$ cat src/rmc_pkg.sv
// Shared constants and types for the radio modem configuration bank
package rmc_pkg;
  // Register addresses
  localparam logic [15:0] RMC_ADDR_CODING = 16'hdf0f;
  localparam logic [15:0] RMC_ADDR_MANT = 16'hdf10;
  localparam logic [15:0] RMC_ADDR_DEV = 16'hdf11;
  // Field positions
  localparam int RMC_FEC_BIT = 7;
  localparam int RMC_PRE_LSB = 4;
  localparam int RMC_PRE_MSB = 6;
  localparam int RMC_SPE_LSB = 0;
  localparam int RMC_SPE_MSB = 1;
  localparam int RMC_DEVE_LSB = 4;
  localparam int RMC_DEVE_MSB = 6;
  localparam int RMC_DEVM_LSB = 0;
  localparam int RMC_DEVM_MSB = 2;
  // Writable bit masks; other bits are unused and read as zero
  localparam logic [7:0] RMC_CODING_MASK = 8'hf3;
  localparam logic [7:0] RMC_MANT_MASK = 8'hff;
  localparam logic [7:0] RMC_DEV_MASK = 8'h77;
  // Values after reset
  localparam logic [7:0] RMC_CODING_RST = 8'h22;
  localparam logic [7:0] RMC_MANT_RST = 8'hf8;
  localparam logic [7:0] RMC_DEV_RST = 8'h47;
  localparam logic [4:0] RMC_PRE_BYTES_RST = 5'h04;
  // Implied leading ones of the mantissas
  localparam logic [11:0] RMC_SPC_LEAD = 12'h100;
  localparam logic [10:0] RMC_DEV_LEAD = 11'h008;
  // Preamble byte counts per code 0..7
  localparam logic [4:0] RMC_PRE_TAB [8] = '{5'h02, 5'h03, 5'h04, 5'h06,
                                             5'h08, 5'h0c, 5'h10, 5'h18};
  // Modulation formats
  typedef enum logic [1:0] {
    RMC_MOD_2FSK,
    RMC_MOD_GFSK,
    RMC_MOD_ASK,
    RMC_MOD_MSK
  } rmc_mod_t;
endpackage

$ cat src/rmc_cfg_if.sv
// Carrier between the register bank and its value calculator
`timescale 1ns/100ps
interface rmc_cfg_if;
  import rmc_pkg::*;
  logic [7:0] coding_q;
  logic [7:0] mant_q;
  logic [7:0] dev_q;
  logic [25:0] base_freq;
  logic [7:0] channel_index;
  rmc_mod_t mod;
  logic tx_mode;
  logic tx_bit;
  logic [11:0] channel_index_step;
  logic [25:0] synth_freq;
  logic signed [11:0] dev_offset;
  logic [4:0] preamble_bytes;
  modport regs (output coding_q, mant_q, dev_q, base_freq, channel_index,
                output mod, tx_mode, tx_bit,
                input channel_index_step, synth_freq, dev_offset, preamble_bytes);
  modport calc (input coding_q, mant_q, dev_q, base_freq, channel_index,
                input mod, tx_mode, tx_bit,
                output channel_index_step, synth_freq, dev_offset, preamble_bytes);
endinterface

$ cat src/rmc_calc.sv
// Derived modem values: channel step, synthesizer word, deviation
`timescale 1ns/100ps
module rmc_calc
  import rmc_pkg::*;
(
  // Clock and reset
  input wire logic sys_clk_i,
  input wire logic rst_i,
  // Configuration in, results out
  rmc_cfg_if.calc cfg
);
  logic [1:0] sp_exp;
  logic [2:0] dv_exp;
  logic [11:0] step_d;
  logic [10:0] dev_mag;
  logic [25:0] freq_d;

  // Mantissa/exponent expansion
  assign sp_exp = cfg.coding_q[RMC_SPE_MSB:RMC_SPE_LSB];
  assign dv_exp = cfg.dev_q[RMC_DEVE_MSB:RMC_DEVE_LSB];
  assign step_d = (RMC_SPC_LEAD + {4'h0, cfg.mant_q}) << sp_exp;
  assign dev_mag = (RMC_DEV_LEAD +
                    {8'h00, cfg.dev_q[RMC_DEVM_MSB:RMC_DEVM_LSB]})
                   << dv_exp;
  assign freq_d = cfg.base_freq +
                  26'(step_d) * 26'(cfg.channel_index);

  // Channel step and synthesizer word
  always_ff @(posedge sys_clk_i or posedge rst_i) begin
    if (rst_i) begin
      cfg.channel_index_step <= 12'h000;
      cfg.synth_freq <= 26'h0000000;
    end else begin
      cfg.channel_index_step <= step_d;
      cfg.synth_freq <= freq_d;
    end
  end

  // Signed deviation per modulation and direction
  always_ff @(posedge sys_clk_i or posedge rst_i) begin
    if (rst_i) begin
      cfg.dev_offset <= 12'sh000;
    end else begin
      case (cfg.mod)
        RMC_MOD_2FSK, RMC_MOD_GFSK: begin
          if (cfg.tx_mode && !cfg.tx_bit) begin
            cfg.dev_offset <= -$signed({1'b0, dev_mag});
          end else begin
            cfg.dev_offset <= $signed({1'b0, dev_mag});
          end
        end
        RMC_MOD_MSK: begin
          cfg.dev_offset <= cfg.tx_mode ? $signed({1'b0, dev_mag})
                                        : 12'sh000;
        end
        default: begin
          cfg.dev_offset <= 12'sh000;
        end
      endcase
    end
  end

  // Preamble byte count lookup
  always_ff @(posedge sys_clk_i or posedge rst_i) begin
    if (rst_i) begin
      cfg.preamble_bytes <= RMC_PRE_BYTES_RST;
    end else begin
      cfg.preamble_bytes <=
        RMC_PRE_TAB[cfg.coding_q[RMC_PRE_MSB:RMC_PRE_LSB]];
    end
  end

  // Checks on the derived values
  property p_step_formula;
    @(posedge sys_clk_i) disable iff (rst_i)
    !rst_i |=> cfg.channel_index_step ==
      12'((12'h100 + {4'h0, $past(cfg.mant_q)}) << $past(sp_exp));
  endproperty
  a_step_formula: assert property (p_step_formula)
    else $error("channel step mismatch");

  property p_freq_formula;
    @(posedge sys_clk_i) disable iff (rst_i)
    !rst_i |=> cfg.synth_freq == 26'($past(cfg.base_freq) +
      26'($past(step_d)) * 26'($past(cfg.channel_index)));
  endproperty
  a_freq_formula: assert property (p_freq_formula)
    else $error("synthesizer word mismatch");

  property p_dev_sign;
    @(posedge sys_clk_i) disable iff (rst_i)
    (!rst_i && cfg.tx_mode && cfg.mod == RMC_MOD_2FSK && !cfg.tx_bit) |=>
      cfg.dev_offset < 0 && cfg.dev_offset == -$signed({1'b0, $past(dev_mag)});
  endproperty
  a_dev_sign: assert property (p_dev_sign)
    else $error("zero bit must give negative deviation");

  property p_dev_ask;
    @(posedge sys_clk_i) disable iff (rst_i)
    (cfg.mod == RMC_MOD_ASK ||
     (cfg.mod == RMC_MOD_MSK && !cfg.tx_mode)) |=> cfg.dev_offset == 0;
  endproperty
  a_dev_ask: assert property (p_dev_ask)
    else $error("deviation must be inert here");

  property p_preamble;
    @(posedge sys_clk_i) disable iff (rst_i)
    (cfg.coding_q[6:4] == 3'h7) |=> cfg.preamble_bytes == 5'h18;
  endproperty
  a_preamble: assert property (p_preamble)
    else $error("code 7 must give 24 preamble bytes");

  c_gfsk_one: cover property (@(posedge sys_clk_i) disable iff (rst_i)
    cfg.tx_mode && cfg.mod == RMC_MOD_GFSK && cfg.tx_bit);
endmodule

$ cat src/rmc_regs.sv
// Radio modem configuration register bank, top level
//
// Notes on behaviour
// - Bit 7 set enables payload error coding with interleaving; resets clear.
// - Bits 6:4 pick 2,3,4,6,8,12,16,24 preamble bytes; reset code 010.
// - Bits 1:0 hold channel step exponent, reset 10.
// - Step is (256+mantissa) shifted by exponent; mantissa resets to f8.
// - Synthesizer word is base plus step times channel index.
// - FSK transmit deviates (8+m)<<e; zero bit negative, one positive.
// - Deviation inert for ASK, and for MSK while receiving.
`timescale 1ns/100ps
module rmc_regs
  import rmc_pkg::*;
(
  // Clock and reset
  input wire logic sys_clk_i,
  input wire logic rst_i,
  // Register port
  input wire logic [15:0] addr_i,
  input wire logic [7:0] wdata_i,
  input wire logic wr_i,
  input wire logic rd_i,
  output logic [7:0] rdata_o,
  // Modem context
  input wire logic [25:0] base_freq_i,
  input wire logic [7:0] channel_index_i,
  input wire rmc_mod_t mod_i,
  input wire logic tx_mode_i,
  input wire logic tx_bit_i,
  // Configuration results
  output logic err_coding_enable_o,
  output logic [4:0] preamble_bytes_o,
  output logic [1:0] channel_index_step_exponent_o,
  output logic [7:0] channel_index_step_mantissa_o,
  output logic [11:0] channel_index_step_o,
  output logic [25:0] synth_freq_o,
  output logic signed [11:0] dev_offset_o
);
  rmc_cfg_if cfg ();
  logic [7:0] coding_q;
  logic [7:0] mant_q;
  logic [7:0] dev_q;
  logic [7:0] rdata_d;

  // Coding and preamble register
  always_ff @(posedge sys_clk_i or posedge rst_i) begin
    if (rst_i) begin
      coding_q <= RMC_CODING_RST;
    end else if (wr_i && addr_i == RMC_ADDR_CODING) begin
      coding_q <= wdata_i & RMC_CODING_MASK;
    end
  end

  // Channel step mantissa register
  always_ff @(posedge sys_clk_i or posedge rst_i) begin
    if (rst_i) begin
      mant_q <= RMC_MANT_RST;
    end else if (wr_i && addr_i == RMC_ADDR_MANT) begin
      mant_q <= wdata_i & RMC_MANT_MASK;
    end
  end

  // Deviation register
  always_ff @(posedge sys_clk_i or posedge rst_i) begin
    if (rst_i) begin
      dev_q <= RMC_DEV_RST;
    end else if (wr_i && addr_i == RMC_ADDR_DEV) begin
      dev_q <= wdata_i & RMC_DEV_MASK;
    end
  end

  // Read decode; unmapped addresses read zero
  always_comb begin
    rdata_d = 8'h00;
    if (rd_i) begin
      case (addr_i)
        RMC_ADDR_CODING: rdata_d = coding_q;
        RMC_ADDR_MANT: rdata_d = mant_q;
        RMC_ADDR_DEV: rdata_d = dev_q;
        default: rdata_d = 8'h00;
      endcase
    end
  end

  // Read data stand only in the cycle after the strobe
  always_ff @(posedge sys_clk_i or posedge rst_i) begin
    if (rst_i) begin
      rdata_o <= 8'h00;
    end else begin
      rdata_o <= rdata_d;
    end
  end

  // Carrier to the calculator
  assign cfg.coding_q = coding_q;
  assign cfg.mant_q = mant_q;
  assign cfg.dev_q = dev_q;
  assign cfg.base_freq = base_freq_i;
  assign cfg.channel_index = channel_index_i;
  assign cfg.mod = mod_i;
  assign cfg.tx_mode = tx_mode_i;
  assign cfg.tx_bit = tx_bit_i;

  rmc_calc u_calc (
    .sys_clk_i (sys_clk_i),
    .rst_i (rst_i),
    .cfg (cfg.calc)
  );

  // Field outputs straight from the registers, derived ones from the calculator
  assign err_coding_enable_o = coding_q[RMC_FEC_BIT];
  assign channel_index_step_exponent_o = coding_q[RMC_SPE_MSB:RMC_SPE_LSB];
  assign channel_index_step_mantissa_o = mant_q;
  assign preamble_bytes_o = cfg.preamble_bytes;
  assign channel_index_step_o = cfg.channel_index_step;
  assign synth_freq_o = cfg.synth_freq;
  assign dev_offset_o = cfg.dev_offset;

  // Checks on the register bank
  property p_fec_write;
    @(posedge sys_clk_i) disable iff (rst_i)
    (wr_i && addr_i == 16'hdf0f) |=> err_coding_enable_o == $past(wdata_i[7]);
  endproperty
  a_fec_write: assert property (p_fec_write)
    else $error("error coding enable did not follow write");

  property p_unused_zero;
    @(posedge sys_clk_i) disable iff (rst_i)
    (rd_i && addr_i == 16'hdf0f) |=> rdata_o[3:2] == 2'b00;
  endproperty
  a_unused_zero: assert property (p_unused_zero)
    else $error("unused coding bits read nonzero");

  property p_dev_unused;
    @(posedge sys_clk_i) disable iff (rst_i)
    (rd_i && addr_i == 16'hdf11) |=> rdata_o[7] == 1'b0 && rdata_o[3] == 1'b0;
  endproperty
  a_dev_unused: assert property (p_dev_unused)
    else $error("unused deviation bits read nonzero");

  property p_read_hold;
    @(posedge sys_clk_i) disable iff (rst_i)
    (rd_i && addr_i == 16'hdf10 && !wr_i) |=> rdata_o == $past(mant_q)
      ##1 (rdata_o == 8'h00 || $past(rd_i));
  endproperty
  a_read_hold: assert property (p_read_hold)
    else $error("mantissa read data wrong or held too long");

  property p_exp_stable;
    @(posedge sys_clk_i) disable iff (rst_i)
    !(wr_i && addr_i == 16'hdf0f) |=> $stable(channel_index_step_exponent_o);
  endproperty
  a_exp_stable: assert property (p_exp_stable)
    else $error("exponent changed without a write");

  // Preamble code follows a write to the coding register
  property p_pre_write;
    @(posedge sys_clk_i) disable iff (rst_i)
    (wr_i && addr_i == RMC_ADDR_CODING) |=>
      coding_q[RMC_PRE_MSB:RMC_PRE_LSB] == $past(wdata_i[6:4]);
  endproperty
  a_pre_write: assert property (p_pre_write)
    else $error("preamble code did not follow write");

  // Exponent follows a write to the coding register
  property p_exp_write;
    @(posedge sys_clk_i) disable iff (rst_i)
    (wr_i && addr_i == RMC_ADDR_CODING) |=>
      channel_index_step_exponent_o == $past(wdata_i[1:0]);
  endproperty
  a_exp_write: assert property (p_exp_write)
    else $error("exponent did not follow write");

  // Mantissa takes all eight written bits
  property p_mant_write;
    @(posedge sys_clk_i) disable iff (rst_i)
    (wr_i && addr_i == RMC_ADDR_MANT) |=>
      channel_index_step_mantissa_o == $past(wdata_i);
  endproperty
  a_mant_write: assert property (p_mant_write)
    else $error("mantissa did not follow write");

  // Deviation write drops bits 7 and 3
  property p_dev_write;
    @(posedge sys_clk_i) disable iff (rst_i)
    (wr_i && addr_i == RMC_ADDR_DEV) |=>
      dev_q == ($past(wdata_i) & 8'h77);
  endproperty
  a_dev_write: assert property (p_dev_write)
    else $error("deviation write kept unused bits");

  // Writes elsewhere leave every register alone
  property p_unmapped_write;
    @(posedge sys_clk_i) disable iff (rst_i)
    (wr_i && addr_i != RMC_ADDR_CODING && addr_i != RMC_ADDR_MANT &&
     addr_i != RMC_ADDR_DEV) |=>
      $stable(coding_q) && $stable(mant_q) && $stable(dev_q);
  endproperty
  a_unmapped_write: assert property (p_unmapped_write)
    else $error("unmapped write changed a register");

  // Reads elsewhere answer zero
  property p_unmapped_read;
    @(posedge sys_clk_i) disable iff (rst_i)
    (rd_i && addr_i != RMC_ADDR_CODING && addr_i != RMC_ADDR_MANT &&
     addr_i != RMC_ADDR_DEV) |=> rdata_o == 8'h00;
  endproperty
  a_unmapped_read: assert property (p_unmapped_read)
    else $error("unmapped read returned data");

  // Registers hold their reset values once reset falls
  property p_reset_values;
    @(posedge sys_clk_i) disable iff (rst_i)
    $fell(rst_i) |-> coding_q == RMC_CODING_RST &&
      mant_q == RMC_MANT_RST && dev_q == RMC_DEV_RST;
  endproperty
  a_reset_values: assert property (p_reset_values)
    else $error("registers not at reset values after reset");

  c_fec_on: cover property (@(posedge sys_clk_i) disable iff (rst_i)
    err_coding_enable_o);
  c_read_dev: cover property (@(posedge sys_clk_i) disable iff (rst_i)
    rd_i && addr_i == RMC_ADDR_DEV);
  c_step_max: cover property (@(posedge sys_clk_i) disable iff (rst_i)
    channel_index_step_exponent_o == 2'h3 && mant_q == 8'hff);
endmodule

$ cat config.mk
export PLATFORM = sky130hd
export DESIGN_NAME = rmc_regs
export DESIGN_NICKNAME = d
export VERILOG_FILES = /design/src/rmc_pkg.sv /design/src/rmc_cfg_if.sv /design/src/rmc_calc.sv /design/src/rmc_regs.sv
export SDC_FILE = /design/constraint.sdc
export NUM_CORES = 1
export LEC_CHECK = 0
export BUFFER_PORTS_ARGS = -buffer_cell sky130_fd_sc_hd__buf_2
export CAP_MARGIN = 20
export CORE_MARGIN = 5
export CORE_UTILIZATION = 50
export DETAILED_ROUTE_END_ITERATION = 10
export GPL_TIMING_DRIVEN = 0
export HOLD_SLACK_MARGIN = 0.15
export PLACE_DENSITY = 0.79
export SLEW_MARGIN = 20
export SYNTH_ARGS = -nofsm -noshare
export SYNTH_HDL_FRONTEND = slang
export SYNTH_SLANG_ARGS = --single-unit
export TNS_END_PERCENT = 30
$ cat constraint.sdc
create_clock -name sys_clk_i -period 6 [get_ports sys_clk_i]
set_clock_uncertainty 0.05 [all_clocks]
set_input_delay 0.9 -clock sys_clk_i [delete_from_list [all_inputs] [get_ports sys_clk_i]]
set_output_delay 0.9 -clock sys_clk_i [all_outputs]
set_load 0.005 [all_outputs]
==> impl_metrics.py <==
metrics = {
    "clock_network": {
        "cts_buffers": 9,
        "cts-root-buf": "clkbuf_16",
        "clockBufferDepth": 2,
        "cts_tree": "done",
        "htreeDepth": 3,
        "cts_num_sinks": 83,
        "clk_latency_ns": 0.35,
        "clkSlewWorstSetupHoldPaths_ns": 0.07,
        "cts_hold_buffers": 0,
    },
    "die": {
        "io_pins": 140,
        "die_y_um": 130,
        "core_sq_um": 13900,
        "dieArea_sq_um": 16800,
        "std_cell_rows": 43,
        "die_w_um": 130,
        "initial_core_util_pct": 51.3,
    },
    "routing": {
        "drcViolationCount": 0,
        "vias_per_cell": 5.32,
        "antenna_left": 0,
        "wl_per_cell_um": 14.9,
        "vias": 5632,
        "drt_iter0_drc": 353,
        "totalWireLength_mm": 15.8,
        "firstDrtPassIters": 5,
    },
    "worst_setup_path": {
        "r2r-start": "cfg.coding_q[0]",
        "arrival_ns": 5.94,
        "path_delay_family": "adder cells",
        "critPathKind": "reg2reg",
        "cp.required_ns": 6.18,
        "cpPeakStageDelay_ns": 0.58,
        "path_cells": "clkbuf_1 > clkbuf_2 > mux2i_2 > and2_1 > fa_1 > fa_1 > fa_1 > inv_1 > fa_1 > inv_1 > ha_1 > o21ai_0 > a211oi_1 > nand3_1 > a31oi_1 > o211ai_1 > xnor2_1",
        "rrSetupSlack_ns": 0.25,
        "cpMaxStageDelayCell": "mux2i_2",
        "end_kind": "flop",
        "crit_buf_inv": 4,
        "cp_max_fo": 10,
        "rr_worst_depth": 17,
        "path_common_cell": "fa_1",
        "crit_path_start_kind": "flop",
        "rr_endpoint": "u_calc.cfg.synth_freq[24]",
    },
    "hold_path": {
        "hold_class": "in2async",
    },
    "logic_synthesis": {
        "synthTopCellsByArea": "dfrtp_1 (25%), fa_1 (22%), ha_1 (8.1%)",
        "syn_area_per_cell_sq_um": 9.87,
        "synth_area_sq_um": 7150,
        "yosysTopAreaCellShare_pct": 24.9,
        "ys.flop_type": "dfrtp_1",
        "synthArstFlopShare_pct": 100,
        "synth_warnings": 0,
        "yosysUniqueCellTypes": 55,
        "seq_area_frac_synth_pct": 29.3,
        "syn-num-nets": 914,
        "synth_edf_count": 0,
        "syn-instance-count": 724,
        "yosys.area.top_type": "dfrtp_1",
        "synth-seq-cells": 83,
    },
    "placement": {
        "place_congestion": 0.843,
        "port_buffers": 139,
        "dpl.hpwl_mm": 12.7,
        "dp_cells": 1044,
        "postPlaceCellArea_sq_um": 8100,
    },
    "timing": {
        "rsz0062_at_grt": "true",
        "max-slew-margin-rel_pct": 44.4,
        "max_freq_mhz": 174,
        "tns_ns": 0,
        "setup_violations": 0,
        "min_period_ns": 5.75,
        "final_hold_viol_count": 0,
        "tightest_slew_ns": 0.827,
        "period_share_pct": 95.9,
        "slew_violations": 0,
        "hold_slack_ns": 0.489,
    },
    "power": {
        "p_per_area_nw_per_um2": 160,
        "vdd_ir_drop_max_mv": 0.139,
        "p_leak_nw": 4.45,
    },
    "global_routing": {
        "antenna_found_initial": 1,
        "grt_pass1_wl_mm": 25.5,
        "gr-total-overflow": 0,
        "grt_pass1_vias": 5453,
        "grt_usage_pct": 19.2,
        "grt_max_degree": 55,
    },
    "run_status": {
        "status": "finished clean",
    },
    "finish": {
        "area_growth_pct": 17.9,
        "multiInputGateArea_sq_um": 4500,
        "final_cell_mix": "buf_2 (139), inv_1 (135), fa_1 (78)",
        "drive_gt1_share_pct": 24.2,
        "nets": 1064,
        "final-instance-count-excl-fill": 1059,
        "final_common_cell": "buf_2",
        "insertedDiodeCount": 0,
        "nFillCells": 1173,
        "regArea_sq_um": 2090,
        "utilization_pct": 60.5,
        "finalInstanceArea_sq_um": 8430,
    },
    "run": {
        "maxCapViolCount": 0,
    },
}
==> what timing repair did <==
item,in CTS,in global routing
gates cloned,0,0
setup endpoints to repair,1,14
hold endpoints to repair,0,0
setup buffers,0,0
resized for setup,2,13
==> synth_stat cells, types with 5 or more instances <==
cell / number
xnor2_1: 14
nor2_1: 20
nor2b_1: 11
nand2b_1: 6
clkbuf_1: 19
nor3_1: 6
ha_1: 46
inv_1: 136
and2_1: 58
xor2_1: 7
nand2_1: 70
and3_1: 8
a31oi_1: 5
mux2i_1: 15
dfstp_2: 12
nand4_1: 5
a211oi_1: 6
dfrtp_1: 71
fa_1: 78
a21oi_1: 28
nand3_1: 7
mux2_2: 22
o21ai_0: 12
o211ai_1: 6
==> worst register-to-register path, stage by stage, from the launching register on <==
cell      delay (ns)
dfrtp_1         0.37
clkbuf_1        0.27
clkbuf_2        0.36
mux2i_2         0.59
and2_1          0.24
fa_1            0.43
fa_1            0.49
fa_1            0.55
inv_1           0.05
fa_1            0.53
inv_1           0.04
ha_1            0.35
o21ai_0         0.18
a211oi_1        0.40
nand3_1         0.20
a31oi_1         0.27
o211ai_1        0.13
xnor2_1         0.13
==> cell type report <==
| type | count | share of cell area, % |
|---|---|---|
| clock buffer | 9 | 2.67 |
| sequential | 83 | 24.8 |
| timing repair buffer | 140 | 8.58 |
| inverter | 136 | 6.09 |
| buffer | 21 | 1.07 |
| clock inverter | 7 | 0.712 |
| multi-input combinational | 483 | 53.4 |
| tap | 180 | 2.67 |
==> state kept, by name (all words and copies together), names as in the netlist <==
| signal | cells |
|---|---|
| cfg.dev_q | 6 |
| u_calc.cfg.synth_freq | 26 |
| u_calc.cfg.dev_offset | 12 |
| rdata_o | 8 |
| u_calc.cfg.channel_index_step | 12 |
| channel_index_step_mantissa_o | 8 |
| u_calc.cfg.preamble_bytes | 5 |
| cfg.coding_q | 6 |
==> worst max path at each step <==
stage	from	to	slack, ns	depth (start not counted)
global placement	cfg.coding_q[0]	u_calc.cfg.synth_freq[24]	0.08	18
detailed placement	cfg.coding_q[0]	u_calc.cfg.synth_freq[24]	0.0009	18
finish	cfg.coding_q[0]	u_calc.cfg.synth_freq[24]	0.25	17
global route	cfg.coding_q[0]	u_calc.cfg.synth_freq[24]	-0.06	20
CTS	cfg.coding_q[1]	u_calc.cfg.synth_freq[24]	0.02	18
floorplan	cfg.coding_q[1]	u_calc.cfg.synth_freq[24]	0.82	17
==> power by group <==
| part | total [mW] | internal (mW) | leakage [nW] | switching [mW] |
|---|---|---|---|---|
| registers | 0.590 | 0.585 | 1.04 | 0.00533 |
| logic | 0.219 | 0.0929 | 3.27 | 0.126 |
| clock network | 0.538 | 0.289 | 0.143 | 0.250 |
| total | 1.35 | 0.966 | 4.45 | 0.381 |
==> layer usage <==
layer / vias up / track usage (%) / part of all wire (%)
met1: 2802 / 26.5 / 43
met4: 2 / 5.68 / 1.4
met5: - / 0 / 0.076
li1: 2625 / - / -
met2: 183 / 30.8 / 49
met3: 20 / 4.04 / 7.3
==> kinds of logic (layout without fill, tap and decap cells) <==
family                   after synthesis  in the layout  synth area share (%)
AND/OR/NAND/NOR                      207            207                  15.4
buffers and inverters                158            313                  8.40
adder cells (fa/ha/maj)              124            124                  29.9
AO/OA/AOI/OAI                         93             93                  8.56
flip-flops                            83             83                  29.3
multiplexers                          38             38                  5.88
XOR/XNOR                              21             21                  2.57
==> stage by stage <==
| stage | worst slack [ns] | power (mW) |
|---|---|---|
| 2_1_floorplan | 0.825 | 0.735 |
| 3_3_place_gp | 0.0767 | 0.813 |
| 3_5_place_dp | 0.000945 | 0.822 |
| 4_1_cts | 0.0189 | 1.37 |
| 5_1_grt | -0.0586 | 1.43 |
| 6_report | 0.245 | 1.35 |
Power figures use the tool's default switching activity.
